## src/sers_pkg.sv

```systemverilog
// Constants for the two-wire EEPROM read sequencer
//
// Contract
// - On a matching read device word the device acknowledges and shifts out the addressed byte MSB first.
// - Sequential reads start from either read kind and continue only on the host's acknowledge.
// - After each byte sent the device increments the address; on a host acknowledge it sends the next byte in eight clocks.
// - In a sequential read the address wraps from the top location to zero without a break.
// - A not-acknowledge followed by stop ends the read; the device releases data and goes idle.
// - The eighth bit of the device word is the direction: high reads, low writes.
// - The address counter holds last address plus one between operations; current reads start there.
// - Read addressing wraps over the whole array, from the last byte to the first.
// - The device acknowledges each received word by pulling data low in the ninth clock; the code acknowledges only a matching device word and the word address.
package sers_pkg;
    localparam int ADDR_W = 11;
    localparam int DATA_W = 8;
    localparam int MEM_DEPTH = 2048;
    localparam logic [3:0] DEV_TYPE = 4'ha;
    localparam logic [2:0] BIT_LAST = 3'h7;
    localparam logic [ADDR_W-1:0] ADDR_RST = 11'h000;
    localparam int BUF_DEPTH = 2;
    typedef enum logic [2:0]
    {
        ST_IDLE = 3'h0,
        ST_DEV = 3'h1,
        ST_DEV_ACK = 3'h2,
        ST_WADDR = 3'h3,
        ST_WADDR_ACK = 3'h4,
        ST_RD = 3'h5,
        ST_RD_ACK = 3'h6,
        ST_IGNORE = 3'h7
    } sers_state_e;
endpackage

```

## src/sers_buf.sv

```systemverilog
// Two-entry valid/ready buffer
`timescale 1ns/1ps
`default_nettype none
module sers_buf
    import sers_pkg::*;
#(
    parameter int WIDTH = DATA_W
)
(
    input wire logic i_clk,
    input wire logic i_rst_n,
    input wire logic i_valid,
    output logic o_ready,
    input wire logic [WIDTH-1:0] i_data,
    output logic o_valid,
    input wire logic i_ready,
    output logic [WIDTH-1:0] o_data
);
    logic [WIDTH-1:0] mem [BUF_DEPTH];
    logic wr_ptr;
    logic rd_ptr;
    logic [1:0] count;
    wire push = i_valid && (count != 2'h2);
    wire pop = i_ready && (count != 2'h0);
    assign o_ready = (count != 2'h2);
    assign o_valid = (count != 2'h0);
    assign o_data = mem[rd_ptr];
    always_ff @(posedge i_clk or negedge i_rst_n)
    begin
        if (!i_rst_n)
        begin
            wr_ptr <= 1'b0;
            rd_ptr <= 1'b0;
            count <= 2'h0;
            mem[0] <= '0;
            mem[1] <= '0;
        end
        else
        begin
            if (push)
            begin
                mem[wr_ptr] <= i_data;
                wr_ptr <= ~wr_ptr;
            end
            if (pop)
                rd_ptr <= ~rd_ptr;
            count <= count + {1'b0, push} - {1'b0, pop};
        end
    end
endmodule
`default_nettype wire

```

## src/sers_top.sv

```systemverilog
// Two-wire EEPROM target, read protocol sequencer
`timescale 1ns/1ps
`default_nettype none
module sers_top
    import sers_pkg::*;
(
    input wire logic i_clk,
    input wire logic i_rst_n,
    input wire logic i_scl,
    input wire logic i_sda,
    output logic o_sda,
    output logic o_sda_oe,
    output logic [ADDR_W-1:0] o_mem_addr,
    output logic o_mem_rd,
    input wire logic [DATA_W-1:0] i_mem_data,
    input wire logic i_mem_valid,
    output logic o_mem_ready,
    output logic o_busy
);
    // ------------------------------------------------------------
    // Pin synchronisers and edge detect
    // ------------------------------------------------------------
    logic scl_m;
    logic scl_s;
    logic scl_d;
    logic sda_m;
    logic sda_s;
    logic sda_d;
    always_ff @(posedge i_clk or negedge i_rst_n)
    begin
        if (!i_rst_n)
        begin
            scl_m <= 1'b1;
            scl_s <= 1'b1;
            scl_d <= 1'b1;
            sda_m <= 1'b1;
            sda_s <= 1'b1;
            sda_d <= 1'b1;
        end
        else
        begin
            scl_m <= i_scl;
            scl_s <= scl_m;
            scl_d <= scl_s;
            sda_m <= i_sda;
            sda_s <= sda_m;
            sda_d <= sda_s;
        end
    end
    wire scl_rise = scl_s && !scl_d;
    wire scl_fall = !scl_s && scl_d;
    wire start_cond = scl_s && scl_d && sda_d && !sda_s;
    wire stop_cond = scl_s && scl_d && !sda_d && sda_s;

    // ------------------------------------------------------------
    // Read data path through the buffer
    // ------------------------------------------------------------
    logic buf_valid;
    logic buf_ready;
    logic [DATA_W-1:0] buf_data;
    logic buf_take;
    sers_buf #(
        .WIDTH(DATA_W)
    ) u_buf (
        .i_clk(i_clk),
        .i_rst_n(i_rst_n),
        .i_valid(i_mem_valid),
        .o_ready(buf_ready),
        .i_data(i_mem_data),
        .o_valid(buf_valid),
        .i_ready(buf_take),
        .o_data(buf_data)
    );

    // ------------------------------------------------------------
    // Protocol state
    // ------------------------------------------------------------
    sers_state_e state;
    logic [2:0] bit_cnt;
    logic [DATA_W-1:0] shift;
    logic [ADDR_W-1:0] addr;
    logic rd_pend;
    logic host_ack;
    logic [ADDR_W-DATA_W-1:0] page;
    wire last_bit = (bit_cnt == BIT_LAST);
    wire [DATA_W-1:0] rx_byte = {shift[DATA_W-2:0], sda_s};
    wire dev_match = (shift[DATA_W-2:DATA_W-5] == DEV_TYPE);
    wire dev_read = sda_s;
    wire in_read = (state == ST_RD) || (state == ST_RD_ACK);
    // Byte taken at the end of the ack slot; a declined prefetch is dropped
    wire load_byte = scl_fall && ((state == ST_DEV_ACK && rd_pend && o_sda_oe) || state == ST_RD_ACK);
    assign buf_take = load_byte && buf_valid;
    wire [ADDR_W-1:0] addr_inc = addr + 11'h001;

    always_ff @(posedge i_clk or negedge i_rst_n)
    begin
        if (!i_rst_n)
        begin
            state <= ST_IDLE;
            bit_cnt <= 3'h0;
            shift <= '0;
            addr <= ADDR_RST;
            rd_pend <= 1'b0;
            host_ack <= 1'b0;
            page <= '0;
            o_sda <= 1'b1;
            o_sda_oe <= 1'b0;
            o_mem_rd <= 1'b0;
            o_mem_addr <= ADDR_RST;
            o_mem_ready <= 1'b0;
            o_busy <= 1'b0;
        end
        else
        begin
            o_mem_rd <= 1'b0;
            o_mem_ready <= buf_ready;
            o_mem_addr <= addr;
            o_busy <= (state != ST_IDLE);
            if (stop_cond)
            begin
                state <= ST_IDLE;
                o_sda_oe <= 1'b0;
            end
            else if (start_cond)
            begin
                // Repeated start re-enters addressing
                state <= ST_DEV;
                bit_cnt <= 3'h0;
                o_sda_oe <= 1'b0;
            end
            else
            begin
                case (state)
                    ST_IDLE, ST_IGNORE:
                        o_sda_oe <= 1'b0;
                    ST_DEV, ST_WADDR:
                        if (scl_rise)
                        begin
                            shift <= rx_byte;
                            bit_cnt <= bit_cnt + 3'h1;
                            if (last_bit && state == ST_DEV)
                            begin
                                if (dev_match)
                                begin
                                    state <= ST_DEV_ACK;
                                    rd_pend <= dev_read;
                                    // Page bits become the address MSBs
                                    page <= shift[ADDR_W-DATA_W-1:0];
                                    if (dev_read)
                                        o_mem_rd <= 1'b1;
                                end
                                else
                                    state <= ST_IGNORE;
                            end
                            else if (last_bit)
                            begin
                                // Low bits loaded; dummy write carries no data
                                addr <= {page, rx_byte};
                                state <= ST_WADDR_ACK;
                            end
                        end
                        else if (scl_fall && bit_cnt == 3'h0 && o_sda_oe)
                            o_sda_oe <= 1'b0;
                    ST_DEV_ACK, ST_WADDR_ACK:
                        if (scl_fall && !o_sda_oe)
                        begin
                            o_sda <= 1'b0;
                            o_sda_oe <= 1'b1;
                        end
                        else if (scl_fall)
                        begin
                            bit_cnt <= 3'h0;
                            if (state == ST_DEV_ACK && rd_pend)
                            begin
                                shift <= buf_data;
                                o_sda <= buf_data[DATA_W-1];
                                o_sda_oe <= !buf_data[DATA_W-1];
                                state <= ST_RD;
                            end
                            else
                            begin
                                o_sda_oe <= 1'b0;
                                state <= (state == ST_DEV_ACK) ? ST_WADDR : ST_IGNORE;
                            end
                        end
                    ST_RD:
                        if (scl_fall)
                        begin
                            bit_cnt <= bit_cnt + 3'h1;
                            if (last_bit)
                            begin
                                o_sda_oe <= 1'b0;
                                addr <= addr_inc;
                                o_mem_rd <= 1'b1;
                                state <= ST_RD_ACK;
                            end
                            else
                            begin
                                shift <= {shift[DATA_W-2:0], 1'b0};
                                o_sda <= shift[DATA_W-2];
                                o_sda_oe <= !shift[DATA_W-2];
                            end
                        end
                    ST_RD_ACK:
                        if (scl_rise)
                            host_ack <= !sda_s;
                        else if (scl_fall)
                        begin
                            bit_cnt <= 3'h0;
                            if (host_ack)
                            begin
                                shift <= buf_data;
                                o_sda <= buf_data[DATA_W-1];
                                o_sda_oe <= !buf_data[DATA_W-1];
                                state <= ST_RD;
                            end
                            else
                                state <= ST_IGNORE;
                        end
                    default:
                        state <= ST_IDLE;
                endcase
            end
            if (state == ST_DEV_ACK && rd_pend && in_read == 1'b0 && o_mem_rd)
                addr <= addr;
        end
    end
endmodule
`default_nettype wire

```

## config.mk

```make
export PLATFORM = sky130hd
export DESIGN_NAME = sers_top
export DESIGN_NICKNAME = d
export VERILOG_FILES = /design/src/sers_pkg.sv /design/src/sers_buf.sv /design/src/sers_top.sv
export SDC_FILE = /design/constraint.sdc
export NUM_CORES = 1
export LEC_CHECK = 0
export BUFFER_PORTS_ARGS = -buffer_cell sky130_fd_sc_hd__buf_2
export CORE_UTILIZATION = 52
export DETAILED_ROUTE_END_ITERATION = 6
export GPL_TIMING_DRIVEN = 0
export HOLD_SLACK_MARGIN = 0.15
export PLACE_DENSITY = 0.82
export SKIP_LAST_GASP = 1
export SLEW_MARGIN = 20
export SYNTH_ARGS = -nofsm -noshare
export SYNTH_HDL_FRONTEND = slang
export SYNTH_SLANG_ARGS = --single-unit
```

## constraint.sdc

```tcl
create_clock -name i_clk -period 2.1 [get_ports i_clk]
set_input_delay 0.315 -clock i_clk [delete_from_list [all_inputs] [get_ports i_clk]]
set_output_delay 0.315 -clock i_clk [all_outputs]
set_load 0.05 [all_outputs]
```

==> results.cfg <==
[power_and_ir_drop]
p_leak_nw = 1.83
power_density_nw_per_um2 = 1020
ir_drop_mv = 0.705
fin_total_pwr_mw = 4.03

[worst_setup_path]
cpPeakStageDelay_ns = 0.61
cp.arrival_ns = 2.26
r2r_start = dev_read$_DFF_PN1_
reg2reg_slack_ns = 0.07
crit_slowest_cell = dfstp_2
crit_cells = 6
cp_max_fo = 10
r2r_cells = 6
crit_buf_inv = 1
reg2reg_to = addr[0]$_DFFE_PN0P_
cp.required_ns = 2.34
path_cells = xor2_1 > and3_4 > or4_4 > buf_6 > o21ai_1 > o31ai_2
start_kind = flop
crit_path_end_kind = flop
worstSetupPathType = flop to flop
critPathTopFamily = simple AND/OR/NAND/NOR gates

[die]
ios = 29
row_count = 29
die_h_um = 83.5
start_util = 0.541
dieArea_um2 = 6980
core_area_um2 = 6390
die_w_um = 83.5

[timing]
fin_crit_sh = 0.964
setup_viol = 0
finalClockSkew_ns = 0.0181
worstMarginPinSlew_ns = 0.689
holdWs_ns = 0.210
maxSlewHeadroom = 0.539
hold_viol = 0
period_needed_ns = 2.03
grt_setup_unrepaired = false
max_freq_mhz = 494
maxSlewViolCount = 0

[route]
ant_nets = 0
drt_iter0_drc = 306
wire_per_inst_um = 15.6
vias = 2528
drt_wl_total_mm = 6.94
via_per_inst = 5.69
drtPass1Iterations = 6
route.detailed.drc = 0

[worst_hold_path]
hold_path_depth = 2
min_to = u_buf.mem[13]$_DFFE_PN0P_
hp-start = i_mem_data[5]
min_path_type = input pin to flop

[clocking]
cts_buffers = 9
clock-sinks = 71
clk_path_buf_depth = 2
clk_pin_slew_ns = 0.09
cts_root_buffer = clkbuf_8
cts_max_level = 3
clk_latency_ns = 0.35
cts_tree = yes

[placed_design]
dp_hpwl_mm = 4.96
postPlaceCellArea_um2 = 3710
placed_cells = 424
gp_congestion = 0.883
io_buffers = 28

[global_route]
grt.total_usage = 0.221
grt_max_degree = 45
antenna_found_initial = 0
grt_first_pass_wirelength_mm = 12.0
overflow = 0
grt_pass1_vias = 2459

[yosys]
synth_nets = 337
synth_flop_cell = dfrtp_1
syn_area_per_cell_um2 = 10.9
synthArstFlopShare = 1.00
netlist_area_um2 = 3460
synth_edf_count = 0
synth-warning-count = 0
ys_ff_latch = 71
netlist_instances = 318
ys_types = 50
yosysSeqAreaShare = 0.517

[final_layout]
final_cell_area_um2 = 3960
area_delta_synth_final_pct = 14.6
fill_cells = 523
layout.cells.non_filler = 444
nets = 381
mostFrequentLayoutCell = dfrtp_1
antenna_cells = 0
drive_gt1_frac = 0.297
final_cell_mix = dfrtp_1, buf_2, nand2_1, mux2_2, o21ai_0

[run_status]
outcome = completed

[run]
drv_cap = 0
-- registers in the layout, indices dropped and copies added (netlist names), 2 cells and up --
| name | count |
|---|---|
| page | 3 |
| bit_cnt | 3 |
| state | 3 |
| u_buf.count | 2 |
| addr | 11 |
| u_buf.mem | 16 |
| o_mem_addr | 11 |
| shift | 7 |
-- report_power, final --
group          total [mW]  switching, mW  internal (mW)
sequential           1.88          0.193           1.68
clock               0.941          0.512          0.429
combinational        1.22          0.651          0.565
total                4.03           1.36           2.68
-- stage by stage --
step	TNS, ns	utilization	setup slack (ns)
3_5_place_dp	-0.769	0.582	-0.152
4_1_cts	-0.0198	0.617	-0.0198
6_report	0	0.620	0.0749
3_3_place_gp	-0.509	0.578	-0.0703
2_1_floorplan	0	-	0.196
5_1_grt	0	0.620	0.00115
-- worst reg2reg max path, delay by kind of cell (launching register included) --
kind	cells	cell delay, ns
buffers and inverters	1	0.17
flip-flops	1	0.61
XOR/XNOR	1	0.11
AND/OR/NAND/NOR	2	0.80
AO/OA/AOI/OAI	2	0.23
-- area by class of cell --
cell class              count  area, µm²  share of cell area
repair buffers             33        200              0.0506
clock buffers              11        131              0.0332
well taps                  77       96.3              0.0243
clock inverters             5       35.0             0.00885
multi-input cells         221       1580               0.400
flip-flops and latches     71       1790               0.451
plain buffers              17       93.8              0.0237
inverters                   9       33.8             0.00853
-- synth_stat cells, types with 2 or more instances --
cell type | count | area, µm²
nor3_1 | 6 | 30.0
and2_1 | 3 | 18.8
o211ai_1 | 2 | 15.0
nor2_1 | 16 | 60.1
mux2i_1 | 12 | 120
nor2b_1 | 9 | 56.3
mux2_2 | 27 | 304
xor2_1 | 2 | 17.5
a31oi_1 | 4 | 25.0
o21ai_0 | 21 | 105
ha_1 | 6 | 75.1
dfstp_2 | 7 | 184
xnor2_1 | 3 | 26.3
nand3_1 | 10 | 50.1
buf_6 | 2 | 22.5
nand2b_1 | 9 | 56.3
inv_1 | 9 | 33.8
and2b_1 | 2 | 15.0
a21oi_2 | 7 | 61.3
dfrtp_1 | 64 | 1600
and3_1 | 5 | 31.3
a21oi_1 | 14 | 70.1
nand2_1 | 29 | 109
clkbuf_1 | 8 | 30.0
o22a_1 | 11 | 96.3
buf_2 | 6 | 30.0
-- worst max-delay path by stage --
stage,start,end,slack (ns)
final,dev_read$_DFF_PN1_,addr[0]$_DFFE_PN0P_,0.07
after global routing,state[2]$_DFFE_PN0P_,u_buf.count[1]$_DFF_PN0_,0.001
after CTS,state[0]$_DFFE_PN0P_,u_buf.count[1]$_DFF_PN0_,-0.02
after detailed placement,state[0]$_DFFE_PN0P_,u_buf.count[1]$_DFF_PN0_,-0.15
after global placement,state[0]$_DFFE_PN0P_,u_buf.count[1]$_DFF_PN0_,-0.07
after floorplan,state[0]$_DFFE_PN0P_,u_buf.count[1]$_DFF_PN0_,0.20
-- repair_timing --
item	4_1_cts	5_1_grt
hold buffers	3	0
resized for setup	5	10
pin swaps	1	1
hold endpoints to repair	26	0
gates cloned	0	0
buffers inserted	1	0
endpoints found under the setup margin	9	11
-- logic make-up (layout without fill, tap and decap cells) --
family | count (synthesis) | count (layout) | share of synthesized area
simple gates | 99 | 99 | 0.149
flops | 71 | 71 | 0.517
fa+ha+maj | 6 | 6 | 0.0217
xor+xnor | 5 | 5 | 0.0127
mux | 39 | 39 | 0.123
buf+inv | 26 | 75 | 0.0351
compound gates | 72 | 72 | 0.142
-- metal layers --
layer  wire length (µm)  up-vias  GRT usage
met1               3310     1231      0.305
met5                  0        -          0
met3                244        7     0.0356
met2               3290       66      0.349
li1                   -     1224          -
met4                102        0     0.0924
Note: power is estimated with default switching activity, not from simulation.
